File: config.mk
export PLATFORM = sky130hd
export DESIGN_NAME = nvmac_top
export DESIGN_NICKNAME = d
export VERILOG_FILES = /design/src/logic/nvmac_pkg.sv /design/src/logic/nvmac_top.sv
export VERILOG_INCLUDE_DIRS = /design/src /design/src/logic
export SDC_FILE = /design/constraint.sdc
export NUM_CORES = 1
export LEC_CHECK = 0
export BUFFER_PORTS_ARGS = -buffer_cell sky130_fd_sc_hd__buf_2
export CAP_MARGIN = 20
export CORE_MARGIN = 3
export CORE_UTILIZATION = 54
export DETAILED_ROUTE_END_ITERATION = 7
export GPL_TIMING_DRIVEN = 0
export PLACE_DENSITY = 0.81
export SLEW_MARGIN = 20
export SYNTH_ARGS = -nofsm -noshare
export SYNTH_HDL_FRONTEND = slang
export SYNTH_SLANG_ARGS = --single-unit
File: constraint.sdc
create_clock -name CLK -period 2.7 [get_ports CLK]
set_input_delay 0.405 -clock CLK [delete_from_list [all_inputs] [get_ports CLK]]
set_output_delay 0.405 -clock CLK [all_outputs]
set_load 0.02 [all_outputs]
File: src/logic/nvmac_defines.svh
// Purpose: constants for the nonvolatile access controller
// Assumes: byte-wide special function register port
// Notes:   definitions only
`ifndef NVMAC_DEFINES_SVH
`define NVMAC_DEFINES_SVH
`define NVMAC_ADR_PERIPHERAL_IRQ_PRIORITY_TWO     12'hFA2
`define NVMAC_ADR_CTRL     12'hFA6
`define NVMAC_ADR_KEY      12'hFA7
`define NVMAC_ADR_DATA     12'hFA8
`define NVMAC_ADR_ADRL     12'hFA9
`define NVMAC_ADR_ADRH     12'hFAA
`define NVMAC_ADR_TLAT     12'hFF5
`define NVMAC_ADR_TPL      12'hFF6
`define NVMAC_ADR_TPH      12'hFF7
`define NVMAC_ADR_TPU      12'hFF8
`define NVMAC_KEY1         8'h55
`define NVMAC_KEY2         8'hAA
`define NVMAC_B_MSEL       7
`define NVMAC_B_CONFIG_SPACE_SELECT       6
`define NVMAC_B_FREE       4
`define NVMAC_B_WERR       3
`define NVMAC_B_WRITE_ENABLE       2
`define NVMAC_B_WR         1
`define NVMAC_B_RD         0
`define NVMAC_B_PRIO       4
`define NVMAC_PERIPHERAL_IRQ_PRIORITY_TWO_RST     8'h5F
`define NVMAC_PERIPHERAL_IRQ_PRIORITY_TWO_MASK    8'h5F
`define NVMAC_CTRL_MASK    8'hDF
`define NVMAC_HOLD_ERASED  8'hFF
`define NVMAC_WRITE_NS     2000
`define NVMAC_CLK_NS       10
`endif

File: src/logic/nvmac_pkg.sv
// Purpose: types for the nonvolatile access controller
// Assumes: nothing
// Notes:   key sequence states one-hot
package nvmac_pkg;
  typedef enum logic [2:0] {
    NVMAC_K_IDLE = 3'b001,
    NVMAC_K_GOT1 = 3'b010,
    NVMAC_K_ARM  = 3'b100
  } nvmac_key_e;
endpackage

File: src/logic/nvmac_top.sv
// Purpose: data EEPROM and flash access control registers with self-timed writes
// Assumes: one register access per CLK, memory arrays live outside
// Notes:   WRITE_CYCLES shortens the self-timed write in simulation
// Functional notes
// - table read moves one byte from pointer address to latch; table write moves latch into holding register.
// - read byte lands in data register before next instruction cycle.
// - data register holds read byte until next read or software write.
// - write starts only after 55h then AAh to unlock, then write bit.
// - write bit cannot be set unless write enable is already set.
// - write bit and write enable in one write do not start a write.
// - hardware clears write enable only on abort reset.
// - control, address and data registers locked while write runs.
// - write end clears write bit and sets write-complete flag.
// - write-complete flag stays until software clears it.
// - software can only set write bit; hardware clears it at end.
// - write-complete flag sets regardless of its enable bits.
// - program erase acts on 64-byte block at pointer base.
// - table write only loads holding register; long write on write bit.
// - holding register is 8 bytes; one write cycle commits a group.
`timescale 1ns/1ns
`default_nettype none
`include "nvmac_defines.svh"
module nvmac_top
  import nvmac_pkg::*;
#(
  parameter int WRITE_CYCLES = (`NVMAC_WRITE_NS + `NVMAC_CLK_NS - 1) / `NVMAC_CLK_NS,
  parameter int HOLD_BYTES   = 8,
  parameter int BLOCK_BYTES  = 64
) (
  input  wire logic        CLK,
  input  wire logic        RESETN,
  input  wire logic        ABORT_RST,
  input  wire logic [11:0] SFR_ADDR,
  input  wire logic        SFR_WE,
  input  wire logic [7:0]  SFR_WDATA,
  output logic      [7:0]  SFR_RDATA,
  input  wire logic        TBL_RD,
  input  wire logic        TBL_WR,
  output logic      [21:0] PGM_ADDR,
  input  wire logic [7:0]  PGM_RDATA,
  input  wire logic [7:0]  EE_RDATA,
  output logic      [9:0]  EE_ADDR,
  output logic      [7:0]  EE_WDATA,
  output logic             NVM_BUSY,
  output logic             EE_WRITE_START,
  output logic             PGM_WRITE_START,
  output logic             PGM_ERASE_START,
  output logic      [63:0] HOLD_DATA,
  output logic             WRITE_DONE_FLAG,
  output logic             WRITE_DONE_PRIO
);
  localparam int CW = $clog2(WRITE_CYCLES + 1);
  localparam int HW = $clog2(HOLD_BYTES);
  localparam int BW = $clog2(BLOCK_BYTES);

  logic [7:0]  ctrl_q;
  logic [7:0]  data_q;
  logic [7:0]  adrl_q;
  logic [1:0]  adrh_q;
  logic [7:0]  tlat_q;
  logic [21:0] tptr_q;
  logic [7:0]  peripheral_irq_priority_two_q;
  logic        write_complete_flag_q;
  logic [CW-1:0] cnt_q;
  logic [7:0]  hold_q [HOLD_BYTES];
  nvmac_key_e  key_q;
  logic        busy;
  logic        wr_ctrl;
  logic        start;
  logic        done;
  logic        rd_go;

  assign busy    = ctrl_q[`NVMAC_B_WR];
  assign wr_ctrl = SFR_WE && SFR_ADDR == `NVMAC_ADR_CTRL && !busy;
  // write enable must already be set; same-write setting is refused
  assign start   = wr_ctrl && SFR_WDATA[`NVMAC_B_WR] && ctrl_q[`NVMAC_B_WRITE_ENABLE]
                   && key_q == NVMAC_K_ARM;
  assign done    = busy && cnt_q == CW'(1);
  assign rd_go   = wr_ctrl && SFR_WDATA[`NVMAC_B_RD];

  // unlock key sequence; any other register write breaks it
  // abort comes from the core's own reset logic on CLK, so no synchroniser
  always_ff @(posedge CLK) begin
    if (!RESETN || ABORT_RST) begin
      key_q <= NVMAC_K_IDLE;
    end else if (SFR_WE) begin
      case (key_q)
        NVMAC_K_IDLE: key_q <= (SFR_ADDR == `NVMAC_ADR_KEY && SFR_WDATA == `NVMAC_KEY1)
                               ? NVMAC_K_GOT1 : NVMAC_K_IDLE;
        NVMAC_K_GOT1: key_q <= (SFR_ADDR == `NVMAC_ADR_KEY && SFR_WDATA == `NVMAC_KEY2)
                               ? NVMAC_K_ARM : NVMAC_K_IDLE;
        NVMAC_K_ARM:  key_q <= NVMAC_K_IDLE;
        default:      key_q <= NVMAC_K_IDLE;
      endcase
    end
  end

  // control register
  always_ff @(posedge CLK) begin
    if (!RESETN) begin
      ctrl_q <= 8'h00;
    end else if (ABORT_RST) begin
      // only write-related bits reset so the failed operation can be traced
      ctrl_q[`NVMAC_B_WERR] <= ctrl_q[`NVMAC_B_WERR] | busy;
      ctrl_q[`NVMAC_B_WR]   <= 1'b0;
      ctrl_q[`NVMAC_B_RD]   <= 1'b0;
      ctrl_q[`NVMAC_B_WRITE_ENABLE] <= 1'b0;
    end else if (done) begin
      ctrl_q[`NVMAC_B_WR]   <= 1'b0;
      if (ctrl_q[`NVMAC_B_MSEL]) begin
        ctrl_q[`NVMAC_B_FREE] <= 1'b0;
      end
    end else if (wr_ctrl) begin
      ctrl_q[`NVMAC_B_MSEL] <= SFR_WDATA[`NVMAC_B_MSEL];
      ctrl_q[`NVMAC_B_CONFIG_SPACE_SELECT] <= SFR_WDATA[`NVMAC_B_CONFIG_SPACE_SELECT];
      ctrl_q[`NVMAC_B_FREE] <= SFR_WDATA[`NVMAC_B_FREE];
      ctrl_q[`NVMAC_B_WERR] <= SFR_WDATA[`NVMAC_B_WERR];
      ctrl_q[`NVMAC_B_WRITE_ENABLE] <= SFR_WDATA[`NVMAC_B_WRITE_ENABLE];
      ctrl_q[`NVMAC_B_WR]   <= start;
      // single-cycle read: bit never seen high by software
      ctrl_q[`NVMAC_B_RD]   <= 1'b0;
    end
  end

  // self-timed write counter
  always_ff @(posedge CLK) begin
    if (!RESETN || ABORT_RST) begin
      cnt_q <= '0;
    end else if (start) begin
      cnt_q <= CW'(WRITE_CYCLES);
    end else if (busy && cnt_q != '0) begin
      cnt_q <= cnt_q - CW'(1);
    end
  end

  // completion flag: set wins over software clear
  always_ff @(posedge CLK) begin
    if (!RESETN) begin
      write_complete_flag_q <= 1'b0;
    end else if (done) begin
      write_complete_flag_q <= 1'b1;
    end else if (SFR_WE && SFR_ADDR == `NVMAC_ADR_PERIPHERAL_IRQ_PRIORITY_TWO && SFR_WDATA[`NVMAC_B_PRIO + 1]) begin
      write_complete_flag_q <= 1'b0;
    end
  end

  // data register, address pair, priority
  always_ff @(posedge CLK) begin
    if (!RESETN) begin
      data_q <= 8'h00;
      adrl_q <= 8'h00;
      adrh_q <= 2'b00;
      peripheral_irq_priority_two_q <= `NVMAC_PERIPHERAL_IRQ_PRIORITY_TWO_RST;
    end else begin
      if (rd_go && !SFR_WDATA[`NVMAC_B_MSEL] && !SFR_WDATA[`NVMAC_B_CONFIG_SPACE_SELECT]) begin
        data_q <= EE_RDATA;
      end else if (SFR_WE && SFR_ADDR == `NVMAC_ADR_DATA && !busy) begin
        data_q <= SFR_WDATA;
      end
      if (SFR_WE && SFR_ADDR == `NVMAC_ADR_ADRL && !busy) begin
        adrl_q <= SFR_WDATA;
      end
      if (SFR_WE && SFR_ADDR == `NVMAC_ADR_ADRH && !busy) begin
        adrh_q <= SFR_WDATA[1:0];
      end
      if (SFR_WE && SFR_ADDR == `NVMAC_ADR_PERIPHERAL_IRQ_PRIORITY_TWO) begin
        peripheral_irq_priority_two_q <= SFR_WDATA & `NVMAC_PERIPHERAL_IRQ_PRIORITY_TWO_MASK;
      end
    end
  end

  // table pointer, latch and holding register
  always_ff @(posedge CLK) begin
    if (!RESETN) begin
      tptr_q <= '0;
      tlat_q <= 8'h00;
      for (int i = 0; i < HOLD_BYTES; i++) begin
        hold_q[i] <= `NVMAC_HOLD_ERASED;
      end
    end else begin
      if (SFR_WE && SFR_ADDR == `NVMAC_ADR_TPL) tptr_q[7:0] <= SFR_WDATA;
      if (SFR_WE && SFR_ADDR == `NVMAC_ADR_TPH) tptr_q[15:8] <= SFR_WDATA;
      if (SFR_WE && SFR_ADDR == `NVMAC_ADR_TPU) tptr_q[21:16] <= SFR_WDATA[5:0];
      if (TBL_RD) begin
        tlat_q <= PGM_RDATA;
      end else if (SFR_WE && SFR_ADDR == `NVMAC_ADR_TLAT) begin
        tlat_q <= SFR_WDATA;
      end
      if (TBL_WR && !busy) begin
        hold_q[tptr_q[HW-1:0]] <= tlat_q;
      end
      // refill with erased value so a partly loaded group commits blank bytes
      if (done && ctrl_q[`NVMAC_B_MSEL] && !ctrl_q[`NVMAC_B_FREE]) begin
        for (int i = 0; i < HOLD_BYTES; i++) begin
          hold_q[i] <= `NVMAC_HOLD_ERASED;
        end
      end
    end
  end

  // register read mux
  always_comb begin
    case (SFR_ADDR)
      `NVMAC_ADR_PERIPHERAL_IRQ_PRIORITY_TWO: SFR_RDATA = peripheral_irq_priority_two_q;
      `NVMAC_ADR_CTRL: SFR_RDATA = ctrl_q & `NVMAC_CTRL_MASK;
      `NVMAC_ADR_DATA: SFR_RDATA = data_q;
      `NVMAC_ADR_ADRL: SFR_RDATA = adrl_q;
      `NVMAC_ADR_ADRH: SFR_RDATA = {6'h00, adrh_q};
      `NVMAC_ADR_TLAT: SFR_RDATA = tlat_q;
      `NVMAC_ADR_TPL:  SFR_RDATA = tptr_q[7:0];
      `NVMAC_ADR_TPH:  SFR_RDATA = tptr_q[15:8];
      `NVMAC_ADR_TPU:  SFR_RDATA = {2'b00, tptr_q[21:16]};
      default:         SFR_RDATA = 8'h00;
    endcase
  end

  always_comb begin
    for (int i = 0; i < HOLD_BYTES; i++) begin
      HOLD_DATA[8*i +: 8] = hold_q[i];
    end
  end

  // erase base aligned to block, write base aligned to holding group
  assign PGM_ADDR        = (busy && ctrl_q[`NVMAC_B_FREE]) ? {tptr_q[21:BW], BW'(0)} :
                           busy ? {tptr_q[21:HW], HW'(0)} : tptr_q;
  assign EE_ADDR         = {adrh_q, adrl_q};
  assign EE_WDATA        = data_q;
  assign NVM_BUSY        = busy;
  assign EE_WRITE_START  = start && !ctrl_q[`NVMAC_B_MSEL];
  assign PGM_WRITE_START = start && ctrl_q[`NVMAC_B_MSEL] && !ctrl_q[`NVMAC_B_FREE];
  assign PGM_ERASE_START = start && ctrl_q[`NVMAC_B_MSEL] && ctrl_q[`NVMAC_B_FREE];
  assign WRITE_DONE_FLAG = write_complete_flag_q;
  assign WRITE_DONE_PRIO = peripheral_irq_priority_two_q[`NVMAC_B_PRIO];

  // internal checks; an abort may legally cut a write short
  property p_lock;
    @(posedge CLK) disable iff (!RESETN)
      busy && !ABORT_RST |=> $stable(data_q) && $stable(adrl_q) && $stable(adrh_q);
  endproperty
  a_lock: assert property (p_lock) else $error("locked register changed during write");
  property p_nokey;
    @(posedge CLK) disable iff (!RESETN) key_q != NVMAC_K_ARM |-> !start;
  endproperty
  a_nokey: assert property (p_nokey) else $error("write started without unlock");
  property p_write_enable;
    @(posedge CLK) disable iff (!RESETN) start |-> ctrl_q[`NVMAC_B_WRITE_ENABLE];
  endproperty
  a_write_enable: assert property (p_write_enable) else $error("write started without enable");
  property p_done;
    @(posedge CLK) disable iff (!RESETN || ABORT_RST) done |=> !busy && write_complete_flag_q;
  endproperty
  a_done: assert property (p_done) else $error("completion not signalled");
  property p_sticky;
    @(posedge CLK) disable iff (!RESETN)
      write_complete_flag_q && !(SFR_WE && SFR_ADDR == `NVMAC_ADR_PERIPHERAL_IRQ_PRIORITY_TWO) |=> write_complete_flag_q;
  endproperty
  a_sticky: assert property (p_sticky) else $error("flag cleared by hardware");
  property p_write_enable_keep;
    @(posedge CLK) disable iff (!RESETN || ABORT_RST)
      ctrl_q[`NVMAC_B_WRITE_ENABLE] && !wr_ctrl |=> ctrl_q[`NVMAC_B_WRITE_ENABLE];
  endproperty
  a_write_enable_keep: assert property (p_write_enable_keep) else $error("enable cleared by hardware");
  property p_rd;
    @(posedge CLK) disable iff (!RESETN) ##1 !ctrl_q[`NVMAC_B_RD];
  endproperty
  a_rd: assert property (p_rd) else $error("read bit stuck");
  property p_werr;
    @(posedge CLK) disable iff (!RESETN) busy && ABORT_RST |=> ctrl_q[`NVMAC_B_WERR];
  endproperty
  a_werr: assert property (p_werr) else $error("abort not flagged");
  property p_rdata;
    @(posedge CLK) disable iff (!RESETN)
      rd_go && !SFR_WDATA[`NVMAC_B_MSEL] && !SFR_WDATA[`NVMAC_B_CONFIG_SPACE_SELECT] |=> data_q == $past(EE_RDATA);
  endproperty
  a_rdata: assert property (p_rdata) else $error("read byte not loaded");
  property p_tlat;
    @(posedge CLK) disable iff (!RESETN) TBL_RD |=> tlat_q == $past(PGM_RDATA);
  endproperty
  a_tlat: assert property (p_tlat) else $error("table latch not loaded");
  property p_free_clr;
    @(posedge CLK) disable iff (!RESETN || ABORT_RST)
      done && ctrl_q[`NVMAC_B_MSEL] |=> !ctrl_q[`NVMAC_B_FREE];
  endproperty
  a_free_clr: assert property (p_free_clr) else $error("row erase bit not cleared");
  property p_hold_fill;
    @(posedge CLK) disable iff (!RESETN || ABORT_RST)
      done && ctrl_q[`NVMAC_B_MSEL] && !ctrl_q[`NVMAC_B_FREE] |=> HOLD_DATA == {HOLD_BYTES{`NVMAC_HOLD_ERASED}};
  endproperty
  a_hold_fill: assert property (p_hold_fill) else $error("holding register not refilled");
  property p_key_clr;
    @(posedge CLK) disable iff (!RESETN) start |=> key_q == NVMAC_K_IDLE;
  endproperty
  a_key_clr: assert property (p_key_clr) else $error("unlock reused for second write");

  c_ee_write: cover property (@(posedge CLK) disable iff (!RESETN) EE_WRITE_START ##[1:300] done);
  c_erase: cover property (@(posedge CLK) disable iff (!RESETN) PGM_ERASE_START);
  c_pgm: cover property (@(posedge CLK) disable iff (!RESETN) PGM_WRITE_START);
  c_read: cover property (@(posedge CLK) disable iff (!RESETN) rd_go);
  c_abort: cover property (@(posedge CLK) disable iff (!RESETN) busy && ABORT_RST);
endmodule // nvmac_top
`default_nettype wire

# Word-level counts from Yosys, hierarchy flattened
# Memory sizes are Yosys's and may differ from the RTL's.
# Cells that the tools add are included.
[totals]
reg_bits = 72
ram_bits = 64
input_bits = 42
output_inout_bits = 118
word_cells = 142
mem_count = 1
[mem_list]
columns = ["memory", "words", "width", "rd", "rd_ports_with_merged_regs", "wr", "line_no", "source"]
rows = [
  ["hold_q", 8, 8, 8, 0, 8, "nvmac_top.sv:65", "logic [7:0] hold_q [HOLD_BYTES];"],
]
[classes]
addsub = 1
n_eq_ne = 18
n_mux = 39
bitwise_logic = 12
reduce_logical = 54
[op_table]
columns = ["operator", "count"]
rows = [
  ["equality test 12 bit (second input constant)", 10],
  ["two-way mux 8 bit", 15],
  ["case mux 8 bit (9 select lines)", 1],
  ["logical AND 1 bit", 32],
  ["two-way mux 1 bit", 14],
  ["nonzero test 2 bit", 6],
  ["two-way mux 3 bit", 3],
  ["OR 1 bit", 9],
  ["equality test 8 x 1 -> 1 bit (second input constant)", 1],
  ["equality test 8 x 7 -> 1 bit (second input constant)", 1],
  ["equality test 8 bit (second input constant)", 1],
  ["nonzero test 8 bit", 1],
  ["OR reduction 8 bit", 1],
  ["subtractor 8 x 1 -> 8 bit (second input constant)", 1],
  ["zero test 1 bit", 6],
  ["two-way mux 6 bit", 1],
  ["case mux 3 bit (2 select lines)", 1],
  ["AND reduction 3 bit", 2],
  ["two-way mux 5 bit", 1],
  ["two-way mux 2 bit", 2],
  ["two-way mux 4 bit", 1],
  ["inequality test 2 bit (second input constant)", 2],
  ["AND reduction 2 bit", 2],
  ["OR reduction 2 bit", 2],
  ["other kinds (6)", 8],
]

# Depth between registers and ports, before layout
[logic_depth]
word_depth = 9
mapped_depth = 8
depth_no_buf = 6

# Least setup slack after synthesis
# No wires, ideal clock.
[synth_timing]
kind = "register to register"
from = "register ctrl_q[1]"
to = "memory hold_q[5][0], enable pin"
setup_time_ns = 0.335
arrival_ns = 2.072
setup_slack_ns = 0.294
stages_incl_launch_ff = 6
path_buffers = 1
path_cell_list = "dfxtp_1 clkbuf_1 nor2b_1 nand3_1 nor3b_1 nand2b_1"
[synth_lines]
columns = ["element", "line_no", "source"]
rows = [
  ["from (decl)", "nvmac_top.sv:56", "logic [7:0] ctrl_q;"],
  ["from (signal, indexed assignment)", "nvmac_top.sv:104", "ctrl_q[`NVMAC_B_WERR] <= ctrl_q[`NVMAC_B_WERR] | busy;"],
  ["from (signal, indexed assignment)", "nvmac_top.sv:114", "ctrl_q[`NVMAC_B_MSEL] <= SFR_WDATA[`NVMAC_B_MSEL];"],
  ["from (signal, indexed assignment)", "nvmac_top.sv:115", "ctrl_q[`NVMAC_B_CONFIG_SPACE_SELECT] <= SFR_WDATA[`NVMAC_B_CONFIG_SPACE_SELECT];"],
  ["to (decl)", "nvmac_top.sv:65", ""],
]

# Final worst setup path
[layout_timing]
from = "input SFR_ADDR[0]"
to = "output SFR_RDATA[1]"
[layout_via]
elab_chain_cells = 2
elab_cells_between_ends = 10
classes_between = "eq/ne: 9; mux: 1"
[layout_lines]
columns = ["element", "line_no", "source"]
rows = [
  ["from (decl)", "nvmac_top.sv:33", "input wire logic [11:0] SFR_ADDR,"],
  ["equality test 12 bit", "nvmac_top.sv:203", "case (SFR_ADDR)"],
  ["case mux 8 bit (9 select lines) (*)", "nvmac_top.sv:203", ""],
  ["to (decl)", "nvmac_top.sv:36", "output logic [7:0] SFR_RDATA,"],
]
# Mark *: on every way between the ends. The rest lies on a longest branch, timed or not.

==> results.py <==
metrics = {
    "logic_synthesis": {
        "syn_area_um2": 6430,
        "synth_top_family_by_area": "simple AND/OR/NAND/NOR gates",
        "synth_edf_count": 64,
        "synthMuxAreaShare_pct": 8.91,
        "synth_fa_ha_area_share_pct": 0.389,
        "async_flop_share_pct": 0,
        "avgSynthCellArea_um2": 10.5,
        "synth_cells": 611,
        "yosysWarningCount": 0,
        "synth_nets": 655,
        "yosysUniqueCellTypes": 65,
        "ys_seq_area_share_pct": 52.3,
        "synth_xor_area_share_pct": 0.409,
        "ys_seq_elements": 136,
        "synth_compound_area_share_pct": 9.24,
        "synth-simple-area-share_pct": 23.5,
        "synth_ff_type": "dfxtp_1",
    },
    "floorplanning": {
        "dieArea_um2": 13300,
        "die_h_um": 115,
        "num_rows": 39,
        "core_um2": 11500,
        "die_w_um": 115,
        "ioPinCount": 160,
        "start_util_pct": 55.8,
    },
    "hold_path": {
        "min_path_cells": 3,
        "hold_end": "EE_WDATA[3]",
        "hp-class": "input pin to register",
        "worstHoldStart": "EE_RDATA[3]",
    },
    "run": {
        "drv_cap": 0,
    },
    "power_and_ir_drop": {
        "power.share.combinational_pct": 5.6,
        "p_per_area_nw_per_um2": 577,
        "switching_share_pct": 23.3,
        "seqPwrFrac_pct": 47.4,
        "p_int_w": 0.00353,
        "p_sw_w": 0.00107,
        "p_leak_nw": 2.94,
        "ir_worst_vdd_mv": 0.347,
        "p_clk_share_pct": 47.1,
    },
    "sta": {
        "worst_slack_ps": 35.9,
        "min_period_ps": 2660,
        "rsz0062_at_grt": "no",
        "worst_slew_pin_slew_ps": 902,
        "fmax_ghz": 0.375,
        "skew_ps": 7.08,
        "finalHoldViolCount": 0,
        "fin_crit_sh_pct": 98.7,
        "tns_ps": 0,
        "setup_viol": 0,
        "slew_headroom_pct": 39.7,
        "report.final.slew_viol_count": 0,
    },
    "global_route": {
        "grt.total_usage_pct": 26.6,
        "grt_pass1_vias": 5071,
        "antenna_found_initial": 0,
        "grt_max_degree": 17,
        "overflow": 0,
        "grt_pass1_wl_um": 26900,
    },
    "placement": {
        "post-dp-hpwl_um": 12800,
        "port_buffers": 155,
        "dp_slack_ps": -207,
        "globalplace.congestion": 0.976,
    },
    "worst_setup_path": {
        "cp.arrival_ps": 2260,
        "cp.required_ps": 2300,
        "reg2reg_to": "EE_WDATA[5]",
        "r2r_slack_ps": 370,
        "cp-start-kind": "input pin",
        "cp_max_fo": 10,
        "endpoint_kind": "output port",
        "r2r_cells": 7,
        "r2r-start": "ctrl_q[1]",
        "crit_type": "input pin to output port",
    },
    "cts": {
        "htree_levels": 4,
        "cts_max_path_buffers": 2,
        "holdBufCountCts": 0,
        "cts-root-buf": "clkbuf_16",
        "cts-buffers-inserted": 17,
        "clkLatencyLatePin_ps": 410,
        "clk_pin_slew_worst_paths_ps": 60,
        "clock-sinks": 136,
        "cts_tree": "done",
    },
    "cells_and_area": {
        "n_antenna_cell": 0,
        "nets": 830,
        "fill_cells": 888,
        "layout_commonest_cell": "buf_2",
        "layout_common_cells": "buf_2, dfxtp_1, edfxtp_1",
        "area_growth_pct": 23.9,
        "final_layout_size_suffix_gt1_share_pct": 33.0,
    },
    "route": {
        "avgRoutedWirePerCell_um": 18.8,
        "drt-initial-drc-count": 570,
        "wirelength_um": 17700,
        "route.detailed.drc": 0,
        "via_per_inst": 5.77,
        "final_antenna_net_count": 0,
        "vias": 5435,
        "first_pass_iters": 6,
    },
    "run_status": {
        "outcome": "finished clean",
    },
}
## worst max-delay path by stage
stage	start	to	slack [ps]	depth (start not counted)
final	SFR_ADDR[0]	SFR_RDATA[1]	40	8
after global routing	SFR_ADDR[0]	SFR_RDATA[1]	6	8
after CTS	ctrl_q[1]	PGM_WRITE_START	40	5
after detailed placement	SFR_ADDR[0]	SFR_RDATA[1]	-210	8
after global placement	SFR_ADDR[0]	SFR_RDATA[1]	-210	8
after floorplan	ctrl_q[1]	hold_q[5][0]	290	5
## critical path, cell delays in order
cell and delay [ps]:
buf_2 130, buf_2 270, buf_2 380, mux2i_1 290
o22ai_1 150, a221oi_1 280, a21oi_1 160, buf_2 180
## kinds of logic (layout without fill, tap and decap cells)
kind of cell | Yosys count | count (layout)
multiplexers | 57 | 57
buffers and inverters | 63 | 251
AO/OA/AOI/OAI | 96 | 96
AND/OR/NAND/NOR | 254 | 254
adder cells (fa/ha/maj) | 2 | 2
flip-flops | 136 | 136
XOR/XNOR | 3 | 3
## power by group through the flow
stage | clock network [W] | registers, W | logic (W)
6_report | 0.00216 | 0.00218 | 0.000255
3_3_place_gp | 0 | 0.00222 | 0.000244
5_1_grt | 0.00228 | 0.00218 | 0.000274
2_1_floorplan | 0 | 0.00223 | 0.000136
3_5_place_dp | 0 | 0.00222 | 0.000249
4_1_cts | 0.00218 | 0.00218 | 0.000251
## layout make-up
class                   count  area, um2  area share [%]
flip-flops and latches    136       3360            42.2
multi-input cells         412       2740            34.4
repair buffers            157        791            9.93
clock buffers              19        433            5.44
plain buffers              56        312            3.91
well taps                 143        179            2.25
clock inverters            13        123            1.54
inverters                   6       22.5           0.283
## per-layer routing
metal,GRT usage (%),share of wire [%],vias to the layer above
met4,9.47,2.2,0
li1,-,-,2517
met3,6.11,9.4,43
met5,0,0,-
met2,43.6,48,313
met1,34.8,41,2562
## cell usage after synthesis, types with 15 or more instances
library cell   n  share of area, %
nor2b_1       23               2.2
nand2_1       47               2.7
mux2i_1       55               8.6
a21oi_1       27               2.1
o21ai_0       15               1.2
nand2b_1      42               4.1
dfxtp_1       72                22
nand3_1       17               1.3
buf_4         16               1.9
clkbuf_1      24               1.4
edfxtp_1      64                30
or2_2         32               3.1
nor2_1        27               1.6
## registers in the layout, summed over array words and instances, names as in the netlist
signal and cells:
ctrl_q 6, cnt_q 8, hold_q 64, tptr_q 22, peripheral_irq_priority_two_q 6, tlat_q 8, WRITE_DONE_FLAG 1, adrl_q 8
EE_WDATA 8, adrh_q 2, key_q 3
## through the flow
step,instance area [um2],hold WS (ps),total power (W),utilization [%],std cells
3_3_place_gp,7380,454,0.00247,64.1,909
2_1_floorplan,6430,441,0.00236,-,611
5_1_grt,7960,264,0.00473,69.2,942
3_5_place_dp,7380,458,0.00247,64.1,909
6_report,7960,273,0.00460,69.2,942
4_1_cts,7960,251,0.00461,69.1,942
## repair_timing
action / CTS / global route
pin swaps: 1 / 0
gates resized for setup: 2 / 2
setup buffers: 2 / 0
cloned: 0 / 0
endpoints found under the setup margin: 7 / 4
(Power assumes the default switching activity.)
